<file path="config.mk">
export PLATFORM = sky130hd
export DESIGN_NAME = supply_droop_detector
export DESIGN_NICKNAME = d
export VERILOG_FILES = /design/src/logic/supply_droop_pkg.sv /design/src/logic/droop_sync.sv /design/src/logic/reset_cause_keeper.sv /design/src/logic/supply_droop_detector.sv
export SDC_FILE = /design/constraint.sdc
export NUM_CORES = 1
export LEC_CHECK = 0
export BUFFER_PORTS_ARGS = -buffer_cell sky130_fd_sc_hd__buf_2
export CAP_MARGIN = 15
export CORE_AREA = 2 2 64 66
export CTS_BUF_LIST = sky130_fd_sc_hd__clkbuf_8
export CTS_CLUSTER_DIAMETER = 60
export DETAILED_ROUTE_END_ITERATION = 6
export DIE_AREA = 0 0 66 68
export SLEW_MARGIN = 20
export SYNTH_ARGS = -nofsm -noshare
export SYNTH_HDL_FRONTEND = slang
export SYNTH_HIERARCHICAL = 1
export SYNTH_SLANG_ARGS = --single-unit
</file>
<file path="constraint.sdc">
create_clock -name clock -period 1.1 [get_ports clock]
set_input_delay 0.055 -clock clock [delete_from_list [all_inputs] [get_ports clock]]
set_output_delay 0.055 -clock clock [all_outputs]
set_load 0.05 [all_outputs]
</file>
<file path="src/logic/supply_droop_pkg.sv">
// supply droop detector: register map, field positions, reset values, carriers
// assumes a byte-wide register port with 16-bit addresses
package supply_droop_pkg;

  // ****************************************************
  // register map
  // ****************************************************
  localparam logic [15:0] CTRL_OFFSET = 16'hffbe;
  localparam logic [15:0] LEVEL_OFFSET = 16'hffbf;
  localparam logic [15:0] MASK_OFFSET = 16'hffc0;
  localparam logic [15:0] CAUSE_OFFSET = 16'hffc1;

  // ****************************************************
  // fields
  // ****************************************************
  localparam int ENABLE_BIT = 7;
  localparam int REFERENCE_BIT = 4;
  localparam int MODE_BIT = 1;
  localparam int FLAG_BIT = 0;
  localparam int MASK_BIT = 0;
  localparam int CAUSE_DROOP_BIT = 0;
  localparam int LEVEL_MSB = 2;
  localparam logic [2:0] LEVEL_PROHIBITED = 3'h7;

  // ****************************************************
  // reset values
  // ****************************************************
  localparam logic [7:0] CTRL_RESET = 8'h00;
  localparam logic [2:0] LEVEL_RESET = 3'h0;
  localparam logic MASK_RESET = 1'b1;
  localparam logic [7:0] CAUSE_RESET = 8'h00;
  localparam logic [7:0] READ_ZERO = 8'h00;

  // ****************************************************
  // carriers
  // ****************************************************
  typedef struct packed {
    logic [15:0] addr;
    logic [7:0] wdata;
    logic wr;
    logic rd;
  } bus_req_type;

  typedef struct packed {
    logic detector_enable;
    logic reference_enable;
    logic [2:0] level;
  } analog_ctrl_type;

endpackage

</file>
<file path="src/logic/droop_sync.sv">
// two-stage synchroniser for the analog comparator outputs
// assumes inputs may change at any time relative to clock
`timescale 1ns/100ps
module droop_sync #(
  parameter int WIDTH = 3
) (
  input wire logic clock,
  input wire logic rst,
  input wire logic [WIDTH-1:0] async_in,
  output logic [WIDTH-1:0] sync_out
);

  logic [WIDTH-1:0] meta_q;

  // first stage is read only by the second stage
  always_ff @(posedge clock or posedge rst) begin
    if (rst) begin
      meta_q <= '0;
      sync_out <= '0;
    end else begin
      meta_q <= async_in;
      sync_out <= meta_q;
    end
  end

endmodule

</file>
<file path="src/logic/reset_cause_keeper.sv">
// reset-cause register: sticky cause bits, wiped by power-on-clear
// assumes set and clear inputs are synchronous to clock
`timescale 1ns/100ps
module reset_cause_keeper (
  input wire logic clock,
  input wire logic rst,
  input wire logic droop_set,
  input wire logic poc_clear,
  input wire logic [6:0] other_set,
  output logic [7:0] cause_q
);
  import supply_droop_pkg::*;

  logic [7:0] cause_d;

  // a set in the clearing cycle survives
  always_comb begin
    cause_d = poc_clear ? CAUSE_RESET : cause_q;
    cause_d = cause_d | {other_set, 1'b0};
    cause_d[CAUSE_DROOP_BIT] = cause_d[CAUSE_DROOP_BIT] | droop_set;
  end

  always_ff @(posedge clock or posedge rst) begin
    if (rst) begin
      cause_q <= CAUSE_RESET;
    end else begin
      cause_q <= cause_d;
    end
  end
endmodule

</file>
<file path="src/logic/supply_droop_detector.sv">
// supply droop detector control: registers, flag, interrupt and reset
// assumes analog comparators outside, and a system reset/interrupt unit
//
// Behaviour
// - power-on-clear comparator low holds internal reset for as long as it lasts
// - external reset clears the whole control register to zero
// - droop reset keeps enable, reference and mode; other resets clear them
// - external reset clears the level-select register to zero
// - enable bit 7 starts the comparator; clearing it stops detection
// - bit 4 enables reference; ignored when power-on-clear is fitted
// - read-only flag bit 0 is 1 below level, else 0 or when disabled
// - mode bit 1: zero asks interrupt, one asks internal reset
// - interrupt request follows flag only while enabled and mode is zero
// - level bits 2..0 pick one of seven thresholds; code seven prohibited
// - setting reset mode while supply is above level gives no reset
// - droop-caused reset sets cause flag bit 0 of reset-cause register
// - detection, interrupt and reset keep working in stop mode
// - external reset sets the droop interrupt mask to one
// - power-on-clear reset wipes the whole reset-cause register
//
// The address-and-strobe port is this design's own decision.
`timescale 1ns/100ps
module supply_droop_detector #(
  parameter bit POC_FITTED = 1'b1
) (
  input wire logic clock,
  input wire logic rst,
  input wire supply_droop_pkg::bus_req_type bus_req,
  output logic [7:0] read_data,
  input wire logic droop_below_raw,
  input wire logic poc_below_raw,
  input wire logic other_reset_raw,
  input wire logic [6:0] other_cause_set,
  output supply_droop_pkg::analog_ctrl_type analog_ctrl,
  output logic below_threshold_flag,
  output logic droop_interrupt_request,
  output logic droop_interrupt_mask,
  output logic internal_reset,
  output logic [7:0] reset_cause_register
);
  import supply_droop_pkg::*;

  // ****************************************************
  // decode
  // ****************************************************
  function automatic logic reg_hit(
    input logic [15:0] addr,
    input logic [15:0] offset
  );
    reg_hit = (addr == offset);
  endfunction

  logic ctrl_wr;
  logic level_wr;
  logic mask_wr;

  assign ctrl_wr = bus_req.wr && reg_hit(bus_req.addr, CTRL_OFFSET);
  assign level_wr = bus_req.wr && reg_hit(bus_req.addr, LEVEL_OFFSET);
  assign mask_wr = bus_req.wr && reg_hit(bus_req.addr, MASK_OFFSET);

  // ****************************************************
  // comparator synchronisation
  // ****************************************************
  logic droop_s;
  logic poc_s;
  logic other_s;

  droop_sync #(
    .WIDTH(3)
  ) u_sync (
    .clock(clock),
    .rst(rst),
    .async_in({droop_below_raw, poc_below_raw, other_reset_raw}),
    .sync_out({droop_s, poc_s, other_s})
  );

  // ****************************************************
  // control and level registers
  // ****************************************************
  logic enable_q;
  logic enable_d;
  logic reference_q;
  logic reference_d;
  logic mode_q;
  logic mode_d;
  logic [2:0] level_q;
  logic [2:0] level_d;
  logic mask_d;
  logic foreign_reset;

  // a droop reset is not foreign, so it leaves the control bits alone
  assign foreign_reset = poc_s || other_s;

  always_comb begin
    enable_d = enable_q;
    reference_d = reference_q;
    mode_d = mode_q;
    if (ctrl_wr) begin
      enable_d = bus_req.wdata[ENABLE_BIT];
      mode_d = bus_req.wdata[MODE_BIT];
      if (!POC_FITTED) begin
        reference_d = bus_req.wdata[REFERENCE_BIT];
      end
    end
    if (foreign_reset) begin
      enable_d = 1'b0;
      reference_d = 1'b0;
      mode_d = 1'b0;
    end
  end

  always_ff @(posedge clock or posedge rst) begin
    if (rst) begin
      enable_q <= CTRL_RESET[ENABLE_BIT];
      reference_q <= CTRL_RESET[REFERENCE_BIT];
      mode_q <= CTRL_RESET[MODE_BIT];
    end else begin
      enable_q <= enable_d;
      reference_q <= reference_d;
      mode_q <= mode_d;
    end
  end

  // the prohibited code is refused; the previous level stays in force
  always_comb begin
    level_d = level_q;
    if (level_wr && bus_req.wdata[LEVEL_MSB:0] != LEVEL_PROHIBITED) begin
      level_d = bus_req.wdata[LEVEL_MSB:0];
    end
  end

  always_ff @(posedge clock or posedge rst) begin
    if (rst) begin
      level_q <= LEVEL_RESET;
    end else begin
      level_q <= level_d;
    end
  end

  always_comb begin
    mask_d = droop_interrupt_mask;
    if (mask_wr) begin
      mask_d = bus_req.wdata[MASK_BIT];
    end
  end

  always_ff @(posedge clock or posedge rst) begin
    if (rst) begin
      droop_interrupt_mask <= MASK_RESET;
    end else begin
      droop_interrupt_mask <= mask_d;
    end
  end

  // ****************************************************
  // analog side
  // ****************************************************
  // reference is forced on when power-on-clear shares it
  always_ff @(posedge clock or posedge rst) begin
    if (rst) begin
      analog_ctrl <= '0;
    end else begin
      analog_ctrl.detector_enable <= enable_d;
      analog_ctrl.reference_enable <= reference_d || POC_FITTED;
      analog_ctrl.level <= level_d;
    end
  end

  // ****************************************************
  // flag, interrupt request and reset request
  // ****************************************************
  // nothing here looks at a stop mode, so all of it keeps running
  logic flag_d;
  logic irq_d;
  logic droop_reset_d;

  assign flag_d = enable_q && droop_s;
  assign irq_d = flag_d && !mode_q;
  // reset only on a real droop, never on the mode write itself
  assign droop_reset_d = flag_d && mode_q;

  always_ff @(posedge clock or posedge rst) begin
    if (rst) begin
      below_threshold_flag <= 1'b0;
      droop_interrupt_request <= 1'b0;
    end else begin
      below_threshold_flag <= flag_d;
      droop_interrupt_request <= irq_d;
    end
  end

  always_ff @(posedge clock or posedge rst) begin
    if (rst) begin
      internal_reset <= 1'b0;
    end else begin
      internal_reset <= poc_s || droop_reset_d;
    end
  end

  // ****************************************************
  // reset cause
  // ****************************************************
  reset_cause_keeper u_cause (
    .clock(clock),
    .rst(rst),
    .droop_set(droop_reset_d),
    .poc_clear(poc_s),
    .other_set(other_cause_set),
    .cause_q(reset_cause_register)
  );

  // ****************************************************
  // read port
  // ****************************************************
  logic [7:0] read_d;

  // unmapped addresses read zero
  always_comb begin
    read_d = READ_ZERO;
    if (bus_req.rd) begin
      case (bus_req.addr)
        CTRL_OFFSET: begin
          read_d[ENABLE_BIT] = enable_q;
          read_d[REFERENCE_BIT] = reference_q;
          read_d[MODE_BIT] = mode_q;
          read_d[FLAG_BIT] = below_threshold_flag;
        end
        LEVEL_OFFSET: begin
          read_d[LEVEL_MSB:0] = level_q;
        end
        MASK_OFFSET: begin
          read_d[MASK_BIT] = droop_interrupt_mask;
        end
        CAUSE_OFFSET: begin
          read_d = reset_cause_register;
        end
        default: begin
          read_d = READ_ZERO;
        end
      endcase
    end
  end

  always_ff @(posedge clock or posedge rst) begin
    if (rst) begin
      read_data <= READ_ZERO;
    end else begin
      read_data <= read_d;
    end
  end

  // ****************************************************
  // checks
  // ****************************************************
  logic started_q;

  always_ff @(posedge clock or posedge rst) begin
    if (rst) begin
      started_q <= 1'b0;
    end else begin
      started_q <= 1'b1;
    end
  end
endmodule

</file>
---- After elaboration in Yosys (flattened, before gate mapping) ----
Cells that the tools add are included.
word-level totals
  output and inout bits ................... 25
  register bits ........................... 32
  logic and storage cells ................. 43
  input port bits ......................... 38
operators by class
  reductions and logical operators ........ 11
  mux-type cells .......................... 13
  eq/ne operators ......................... 5
  bitwise operators ....................... 2
operators with widths
  kind                    count
  $eq A16 B16 Y1 const B  4
  $mux W8                 2
  $or A8 B8 Y8            1
  $logic_and A1 B1 Y1     7
  $mux W1                 6
  $pmux W1 S2             2
  $pmux W1 S4             1
  $ne A3 B3 Y1 const B    1
  $pmux W1 S3             1
  $logic_or A1 B1 Y1      2
  $mux W2                 1
  $reduce_bool A2 Y1      1
  $logic_not A1 Y1        1
  $or A1 B1 Y1            1

---- Depth between registers and ports, before layout ----
Gate-level depths: netlist (run 1).
  depth after elaboration ................. 4
  mapped depth ............................ 4
  depth with buffers taken out ............ 4

---- Modules after synthesis ----
Netlist (run 1), hierarchy kept.
modules (own cells, without submodules)
  module                 area an instance (um^2)  cells an instance  instances  sequential area each (um^2)
  supply_droop_detector  865.8                    82                 1          451.7
  reset_cause_keeper     267.8                    18                 1          200.2
  droop_sync             153.9                    7                  1          150.1

---- Worst setup path before layout (run 1) ----
No wires, ideal clock.
  kind .................................... in2reg
  from .................................... in bus_req[11] (netlist name)
  to ...................................... reg droop_interrupt_mask
  slack ................................... -227 ps
  cell stages on the path ................. 4
  arrival ................................. 1245 ps
  required time ........................... 1018 ps
  setup time .............................. 82 ps
  buffers on the path ..................... 0
  path through ............................ or4b_4 > nor3_4 > nand4b_1 > mux2_4
on the way
  cells in the longest elaborated chain, start to end .. 2
RTL lines
  element               RTL line                      text
  start, declared       supply_droop_detector.sv:28   input wire supply_droop_pkg::bus_req_type bus_req,
  $eq A16 B16 Y1        supply_droop_detector.sv:50   reg_hit = (addr == offset);
  $logic_and A1 B1 Y1   supply_droop_detector.sv:59   assign mask_wr = bus_req.wr && reg_hit(bus_req.addr, MASK_OFFSET);
  end signal, assigned  supply_droop_detector.sv:151  droop_interrupt_mask <= mask_d;
  end, declared         supply_droop_detector.sv:37   output logic droop_interrupt_mask,
Every way passes these cells.
A chain may end at the register's enable or synchronous reset.

---- Worst setup path in the final report (run 1) ----
  from .................................... in bus_req[11] (netlist name)
  to ...................................... reg read_data[6]
on the way
  cells in the longest elaborated chain, start to end .. 3
RTL lines
  element               RTL line                      text
  $eq A16 B16 Y1        supply_droop_detector.sv:221  case (bus_req.addr)
  $mux W2               supply_droop_detector.sv:221
  $mux W8               supply_droop_detector.sv:220  if (bus_req.rd) begin
  via read_d[6]         supply_droop_detector.sv:215  logic [7:0] read_d;
  end signal, assigned  supply_droop_detector.sv:248  read_data <= read_d;
  end, declared         supply_droop_detector.sv:29   output logic [7:0] read_data,
The timed path passes the listed nets, and every way through them passes these cells.

==> impl_metrics.env, run 1 <==
export IMPL_antenna_found_initial=0
export IMPL_fp_dieH_um=68
export IMPL_wl_met2_um=1680
export IMPL_yosysWarnings=6
export IMPL_ff2ff_setup_slack_ns=-0.03
export IMPL_area_growth_pct=54.9
export IMPL_diodes=0
export IMPL_synthCells=107
export IMPL_crit_path_start_kind="input pin"
export IMPL_clock_sinks=32
export IMPL_num_nets_final=235
export IMPL_grt_overflow_total=0
export IMPL_avgSynthCellArea_sq_um=12.0
export IMPL_maxCapViolations=0
export IMPL_dp_hpwl_um=2490
export IMPL_numCtsBuffers=5
export IMPL_finalSetupTns_ns=-0.227
export IMPL_synth_cell_type_count=33
export IMPL_slew_violations=0
export IMPL_met1_length_um=1360
export IMPL_total_power_uw=2430
export IMPL_clk_pin_slew_worst_paths_ns=0.06
export IMPL_synth_area_sq_um=1290
export IMPL_final_layout_size_suffix_gt1_share_pct=48.0
export IMPL_die_w_um=66
export IMPL_holdPathEnd="analog_ctrl[2]"
export IMPL_drtAntennaViolNets=0
export IMPL_worstSetupPathType="in -> reg"
export IMPL_cts_buffer_depth=2
export IMPL_holdPathStages=2
export IMPL_grt_max_degree=13
export IMPL_grt_pass1_vias=1113
export IMPL_firstDrtPassIters=4
export IMPL_start_util_pct=33.4
export IMPL_fmax_mhz=872
export IMPL_yosys_area_top_type_share_pct=60.3
export IMPL_root_buffer="clkbuf_8"
export IMPL_worst_endpoint_arrival_ns=1.37
export IMPL_gp_congestion=0.853
export IMPL_worst_slack_ns=-0.0468
export IMPL_io_buffer_count=58
export IMPL_r2r_cells=3
export IMPL_drc_errors=0
export IMPL_crit_fanout=4
export IMPL_violations="negative setup slack"
export IMPL_grt_pass1_wl_um=5070
export IMPL_gr_usage_all_layers_pct=15.7
export IMPL_setup_violations=8
export IMPL_dp_cells=225
export IMPL_fp_dieArea_sq_um=4490
export IMPL_drt_iter0_markers=27
export IMPL_synth_area_leader_cell="dfrtp_1"
export IMPL_leakage_uw=0.00104
export IMPL_hold_violations=0
export IMPL_synth_seq_cells=32
export IMPL_min_period_ns=1.15
export IMPL_status="finished with violations"
export IMPL_vias=1161
export IMPL_cp_required_ns=1.33
export IMPL_wire_per_inst_um=13.2
export IMPL_rsz0062_at_grt="true"
export IMPL_reg2reg_to="read_data[1]"
export IMPL_peakVddDrop_mv=0.744
export IMPL_ys_seq_area_share_pct=62.3
export IMPL_rows=23
export IMPL_netlist_top_cells_area="dfrtp_1 (60%), a21o_1 (4.7%), and2_1 (2.4%)"
export IMPL_hold_path_startpoint="bus_req[4]"
export IMPL_dr_max_layer_used="met4"
export IMPL_cts_tree="yes"
export IMPL_utilization_pct=51.7
export IMPL_io_pins=63
export IMPL_hold_path_class="in -> reg"
export IMPL_core_area_sq_um=3860
export IMPL_skew_ns=0.00550
export IMPL_endpoint_kind="flip-flop"
export IMPL_fin_cells=248
export IMPL_synth_fp_nets=145
export IMPL_fin_crit_sh_pct=104
export IMPL_r2r_start="mode_q"
export IMPL_viasPerCell=4.68
export IMPL_htreeDepth=2
export IMPL_wl_met3_um=173
export IMPL_p_per_area_nw_per_um2=1220
export IMPL_clock_latency_ns=0.28
export IMPL_drt_wl_total_um=3270
report_power, final:
group	total [uW]	leakage [uW]	internal, uW	switching [uW]
registers	1230	0.000400	1210	18.5
logic	293	0.000588	117	176
clock network	910	0.0000486	498	412
layout make-up:
| class | instances | area, sq um |
|---|---|---|
| fill | 358 | 1860 |
| sequential | 32 | 805 |
| timing repair buffer | 85 | 542 |
| multi-input combinational | 65 | 462 |
| clock buffer | 6 | 82.6 |
| tap | 50 | 62.6 |
| inverter | 8 | 30.0 |
| clock inverter | 2 | 11.3 |
critical path: stages:
cell and delay (ns):
buf_6 0.09, or4b_4 0.55, nor3_4 0.19, buf_4 0.16, and3_4 0.19, and2_4 0.13
registers in the layout, indices dropped and copies added, names as in the netlist:
register and count:
read_data 8, u_cause/cause_q 8, analog_ctrl 5, u_sync/meta_q 3, u_sync/sync_out 3, below_threshold_flag 1
droop_interrupt_mask 1, droop_interrupt_request 1, internal_reset 1, mode_q 1
cells in the final DEF (no fill, tap or decap), types with 3 or more instances in the layout:
master and instances:
buf_2 54, dfrtp_1 29, buf_4 17, dlygate4sd3_1 11, a21o_1 8, nand2_1 7
inv_1 7, clkbuf_8 6, nand4_1 5, nor2_1 4, nor3_1 3, and2_1 3
a41o_1 3, o21a_1 3, buf_6 3
worst max-delay path by stage:
stage | depth (start not counted) | start | slack (ns) | end
CTS | 6 | bus_req[11] | -0.05 | read_data[6]
floorplan | 4 | bus_req[11] | -0.23 | droop_interrupt_mask
finish | 6 | bus_req[11] | -0.05 | read_data[6]
global placement | 5 | bus_req[11] | -0.38 | droop_interrupt_mask
global route | 6 | bus_req[11] | -0.09 | read_data[0]
detailed placement | 5 | bus_req[11] | -0.41 | droop_interrupt_mask
timing repair:
action	in CTS	in global routing
setup buffers	4	0
gates resized for setup	7	6
endpoints found under the hold margin	32	0
pin swaps	10	0
hold buffers	11	0
setup endpoints to repair	9	11
logic make-up (layout without fill, tap and decap cells):
group / Yosys count / after routing / share of synthesized area, %
multiplexers: 1 / 1 / 1.17
buffers and inverters: 10 / 101 / 3.21
other: 1 / 1 / 0.291
flip-flops: 32 / 32 / 62.3
AND/OR/NAND/NOR: 37 / 37 / 17.8
AO/OA/AOI/OAI: 26 / 26 / 15.3
stage by stage:
step	hold WS [ns]	instance area [sq um]	setup WS, ns
5_1_grt	0.0266	1990	-0.0896
3_3_place_gp	-0.0162	1720	-0.380
2_1_floorplan	-0.154	1290	-0.226
4_1_cts	0.0135	1970	-0.0483
6_report	0.0198	1990	-0.0468
3_5_place_dp	-0.0134	1720	-0.410
layer usage:
metal / vias up / global-route usage [%]
met5: - / 0
met2: 31 / 25.9
met3: 7 / 5.43
li1: 561 / -
met1: 562 / 18.7
met4: 0 / 6.89
synthesized netlist by cell type (all sizes together):
master / count
dfstp: 1
nor3: 5
nor2: 4
nand2: 7
a21o: 8
a21oi: 2
a22oi: 2
a41o: 3
nand4: 5
or4b: 1
nor4b: 1
conb: 1
inv: 8
buf: 1
nand3: 2
a21boi: 2
or4: 2
a221oi: 1
and2: 5
a31o: 2
o21a: 3
o21ai: 2
dfrtp: 31
mux2: 1
nand4b: 2
and3: 1
a211oi: 1
clkbuf: 1
or2: 2
No activity file was read; power rests on OpenSTA's default activity.
==> inputs of run 2 (changes only) <==
CTS_BUF_LIST = sky130_fd_sc_hd__clkbuf_16   (was sky130_fd_sc_hd__clkbuf_8)
==> impl_metrics.env, run 2 (synthesized netlist as in run 1, its figures left out) <==
export IMPL_grt_pass1_vias=1190
export IMPL_area_growth_pct=59.3
export IMPL_viasPerCell=4.62
export IMPL_cts_tree="yes"
export IMPL_drtAntennaViolNets=0
export IMPL_mostFrequentLayoutCells="buf_2 (55), dfrtp_1 (29), buf_4 (18), dlygate4sd3_1 (11), a21o_1 (8)"
export IMPL_min_period_ns=1.19
export IMPL_drc_errors=0
export IMPL_gr_usage_all_layers_pct=15.5
export IMPL_crit_chain="buf_6 -> or4b_4 -> nor3_4 -> nand4b_1 -> mux2_4"
export IMPL_rows=23
export IMPL_p_clk_share_pct=45.1
export IMPL_final_layout_size_suffix_gt1_share_pct=49.2
export IMPL_final_common_cell="buf_2"
export IMPL_diodes=0
export IMPL_grt_overflow_total=0
export IMPL_peakVddDrop_mv=1.10
export IMPL_num_fill_cells=346
export IMPL_clock_sinks=32
export IMPL_swShare_pct=22.7
export IMPL_worst_slack_ns=-0.0892
export IMPL_vias=1151
export IMPL_leakage_uw=0.00106
export IMPL_root_buffer="clkbuf_16"
export IMPL_crit_path_start_kind="input pin"
export IMPL_p_switching_uw=629
export IMPL_maxCapViolations=0
export IMPL_cts_buffer_depth=2
export IMPL_fp_dieH_um=68
export IMPL_drt_wl_total_um=3300
export IMPL_die_w_um=66
export IMPL_grt_max_degree=13
export IMPL_rsz0062_at_grt="true"
export IMPL_total_power_uw=2780
export IMPL_worst_endpoint_arrival_ns=1.38
export IMPL_violations="negative setup slack"
export IMPL_fp_dieArea_sq_um=4490
export IMPL_fin_crit_sh_pct=108
export IMPL_grt_pass1_wl_um=5160
export IMPL_hold_violations=0
export IMPL_skew_ns=0.00588
export IMPL_worstSetupPathType="in -> reg"
export IMPL_p_seq_share_pct=44.3
export IMPL_crit_fanout=4
export IMPL_critPathTopFamily="simple AND/OR/NAND/NOR gates"
export IMPL_core_area_sq_um=3860
export IMPL_antenna_found_initial=0
export IMPL_comb_power_share_pct=10.6
export IMPL_num_nets_final=236
export IMPL_cp_required_ns=1.29
export IMPL_fin_area_sq_um=2050
export IMPL_clk_pin_slew_worst_paths_ns=0.05
export IMPL_io_pins=63
export IMPL_p_int_uw=2150
export IMPL_gp_congestion=0.853
export IMPL_numCtsBuffers=5
export IMPL_cpPeakStageDelay_ns=0.55
export IMPL_crit_buf_inv=1
export IMPL_clock_latency_ns=0.27
export IMPL_crit_path_top_delay_cell="or4b_4"
export IMPL_firstDrtPassIters=4
export IMPL_io_buffer_count=58
export IMPL_hold_path_class="in -> reg"
export IMPL_dp_hpwl_um=2490
export IMPL_wire_per_inst_um=13.2
export IMPL_endpoint_kind="flip-flop"
export IMPL_ff2ff_setup_slack_ns=-0.01
export IMPL_fmax_mhz=841
export IMPL_postPlaceCellArea_sq_um=1720
export IMPL_status="finished with violations"
export IMPL_htreeDepth=2
export IMPL_reg_top3="read_data x8, u_cause/cause_q x8, analog_ctrl x5"
export IMPL_p_per_area_nw_per_um2=1350
export IMPL_drt_iter0_markers=22
export IMPL_slew_violations=0
export IMPL_start_util_pct=33.4
export IMPL_setup_violations=8
run 2: power groups by stage:
| stage | Clock (uW) | Sequential [uW] | Combinational (uW) |
|---|---|---|---|
| 2_1_floorplan | 0 | 1320 | 62.4 |
| 6_report | 1250 | 1230 | 293 |
| 4_1_cts | 1290 | 1230 | 292 |
| 3_3_place_gp | 0 | 1250 | 248 |
| 3_5_place_dp | 0 | 1250 | 257 |
| 5_1_grt | 1350 | 1230 | 319 |
run 2: path summary, 6_finish.rpt:
path	startpoint	to	depth (start not counted)
max in group asynchronous	rst	analog_ctrl[3]	4
hold / removal	bus_req[4]	analog_ctrl[2]	2
min in group asynchronous	rst	u_sync/meta_q[2]	3
setup / recovery	bus_req[11]	droop_interrupt_mask	5
hold reg to reg	u_sync/meta_q[2]	u_sync/sync_out[2]	0
setup reg to reg	mode_q	read_data[1]	3
run 2: per-stage QoR:
stage | cells | util (%) | hold WS [ns] | TNS (ns) | setup slack, ns
after floorplan | 107 | - | -0.154 | -0.722 | -0.226
after global placement | 225 | 44.6 | -0.0162 | -2.52 | -0.380
after detailed placement | 225 | 44.6 | -0.0134 | -2.87 | -0.410
after CTS | 248 | 52.5 | 0.0364 | -0.359 | -0.0688
after global routing | 249 | 53.2 | 0.0577 | -0.960 | -0.141
final | 249 | 53.2 | 0.0395 | -0.441 | -0.0892
run 2: routing by layer:
metal	up-vias	global-route usage [%]	part of all wire, %
met1	551	17.7	41
li1	565	-	-
met5	-	0	0
met4	0	7.91	1.9
met2	29	27.1	53
met3	6	3.95	4.4
run 2: worst register-to-register path, cell delays in order, from the launching register on:
cell	delay, ns
dfrtp_1	0.36
inv_2	0.05
or4_4	0.48
a21boi_2	0.14
run 2: layout make-up:
type | count | area (sq um) | area share (%)
flip-flops and latches | 32 | 805 | 39.2
repair buffers | 86 | 543 | 26.5
multi-input cells | 65 | 470 | 22.9
clock buffers | 5 | 125 | 6.10
well taps | 50 | 62.6 | 3.05
inverters | 8 | 30.0 | 1.46
clock inverters | 3 | 15.0 | 0.732
run 2: repair_timing:
| action | in CTS | in global routing |
|---|---|---|
| hold endpoints to repair | 32 | 0 |
| hold buffers | 11 | 0 |
| setup buffers | 4 | 1 |
| pin swaps | 11 | 1 |
| endpoints found under the setup margin | 9 | 9 |
| gates resized for setup | 8 | 5 |
==> inputs of run 3 (changes only) <==
RECOVER_POWER = 50   (was default)
==> impl_metrics.env, run 3 (synthesized netlist as in run 1, its figures left out) <==
export IMPL_root_buffer="clkbuf_16"
export IMPL_numCtsBuffers=5
export IMPL_die_w_um=66
export IMPL_drc_errors=0
export IMPL_maxCapViolations=0
export IMPL_clk_pin_slew_worst_paths_ns=0.05
export IMPL_diodes=0
export IMPL_drt_iter0_markers=22
export IMPL_num_nets_final=236
export IMPL_status="finished with violations"
export IMPL_cts_tree="yes"
export IMPL_min_period_ns=1.20
export IMPL_fin_crit_sh_pct=109
export IMPL_hold_violations=0
export IMPL_htreeDepth=2
export IMPL_skew_ns=0.00595
export IMPL_crit_path_start_kind="input pin"
export IMPL_busiest_layer="met2"
export IMPL_ff2ff_setup_slack_ns=-0.01
export IMPL_grt_pass1_vias=1190
export IMPL_antenna_found_initial=0
export IMPL_drtAntennaViolNets=0
export IMPL_clock_sinks=32
export IMPL_dp_hpwl_um=2490
export IMPL_final_layout_size_suffix_gt1_share_pct=47.7
export IMPL_met3_usage_pct=3.95
export IMPL_viasPerCell=4.62
export IMPL_setup_violations=8
export IMPL_rsz0062_at_grt="true"
export IMPL_fmax_mhz=837
export IMPL_start_util_pct=33.4
export IMPL_mostFrequentLayoutCells="buf_2 (54), dfrtp_1 (29), buf_4 (16), dlygate4sd3_1 (11), a21o_1 (8)"
export IMPL_num_fill_cells=348
export IMPL_grt_overflow_total=0
export IMPL_gr_usage_met2_pct=27.1
export IMPL_crit_path_top_delay_cell="or4b_4"
export IMPL_worst_hold_slack_ns=0.0395
export IMPL_violations="negative setup slack"
export IMPL_worst_slack_ns=-0.0953
export IMPL_core_area_sq_um=3860
export IMPL_gp_congestion=0.853
export IMPL_clock_latency_ns=0.27
export IMPL_dp_cells=225
export IMPL_hold_path_class="in -> reg"
export IMPL_fp_dieH_um=68
export IMPL_io_pins=63
export IMPL_gr_usage_met1_pct=17.7
export IMPL_p_per_area_nw_per_um2=1360
export IMPL_grt_max_degree=13
export IMPL_grt_pass1_wl_um=5160
export IMPL_firstDrtPassIters=4
export IMPL_drt_wl_total_um=3300
export IMPL_cts_buffer_depth=2
export IMPL_cpPeakStageDelay_ns=0.55
export IMPL_fin_cells=249
export IMPL_critPathTopFamily="simple AND/OR/NAND/NOR gates"
export IMPL_reg_top3="read_data x8, u_cause/cause_q x8, analog_ctrl x5"
export IMPL_crit_buf_inv=1
export IMPL_rows=23
export IMPL_cp_required_ns=1.29
export IMPL_worstSetupPathType="in -> reg"
export IMPL_area_growth_pct=58.9
export IMPL_gr_usage_all_layers_pct=15.5
export IMPL_slew_violations=0
export IMPL_fp_dieArea_sq_um=4490
export IMPL_final_common_cell="buf_2"
export IMPL_worst_endpoint_arrival_ns=1.38
export IMPL_pre_cts_slack_ns=-0.410
export IMPL_fin_area_sq_um=2050
export IMPL_crit_chain="buf_6 -> or4b_4 -> nor3_4 -> nand4b_1 -> mux2_4"
export IMPL_postPlaceCellArea_sq_um=1720
export IMPL_vias=1150
export IMPL_wire_per_inst_um=13.2
export IMPL_endpoint_kind="flip-flop"
export IMPL_finalSetupTns_ns=-0.475
export IMPL_peakVddDrop_mv=1.10
export IMPL_crit_fanout=4
export IMPL_leakage_uw=0.00106
export IMPL_io_buffer_count=58
-- run 3: metal layers --
metal  up-vias  wire length, um  part of all wire [%]
met3         6              144                   4.4
met4         0               63                   1.9
met1       550             1340                    41
met5         -                0                     0
met2        29             1750                    53
li1        565                -                     -
-- run 3: power breakdown --
group | switching [uW] | internal [uW]
logic | 176 | 115
registers | 18.3 | 1210
clock network | 434 | 818
total | 628 | 2150
-- run 3: final timing paths --
kind                                  start                    to  cells after the start
min                              bus_req[4]        analog_ctrl[2]                      2
min reg2reg                u_sync/meta_q[2]    u_sync/sync_out[2]                      0
max in group asynchronous               rst          read_data[7]                      4
max                             bus_req[11]  droop_interrupt_mask                      5
max reg2reg                          mode_q          read_data[1]                      3
min in group asynchronous               rst      u_sync/meta_q[2]                      3
-- run 3: stage by stage --
step           util [%]  power [uW]
2_1_floorplan         -        1380
3_3_place_gp       44.6        1500
3_5_place_dp       44.6        1510
4_1_cts            52.5        2810
5_1_grt            53.1        2900
6_report           53.1        2770
-- run 3: cell type report --
class	count	area [sq um]	area share [%]
clock buffers	5	125	6.12
clock inverters	3	15.0	0.734
inverters	8	30.0	1.47
multi-input cells	65	470	23.0
flip-flops and latches	32	805	39.3
well taps	50	62.6	3.06
repair buffers	86	538	26.3
-- run 3: timing repair --
| action | CTS | global route |
|---|---|---|
| setup buffers | 4 | 1 |
| hold endpoints to repair | 32 | 0 |
| resized for setup | 8 | 5 |
| hold buffers | 11 | 0 |
| endpoints found under the setup margin | 9 | 9 |
| pin swaps | 11 | 1 |
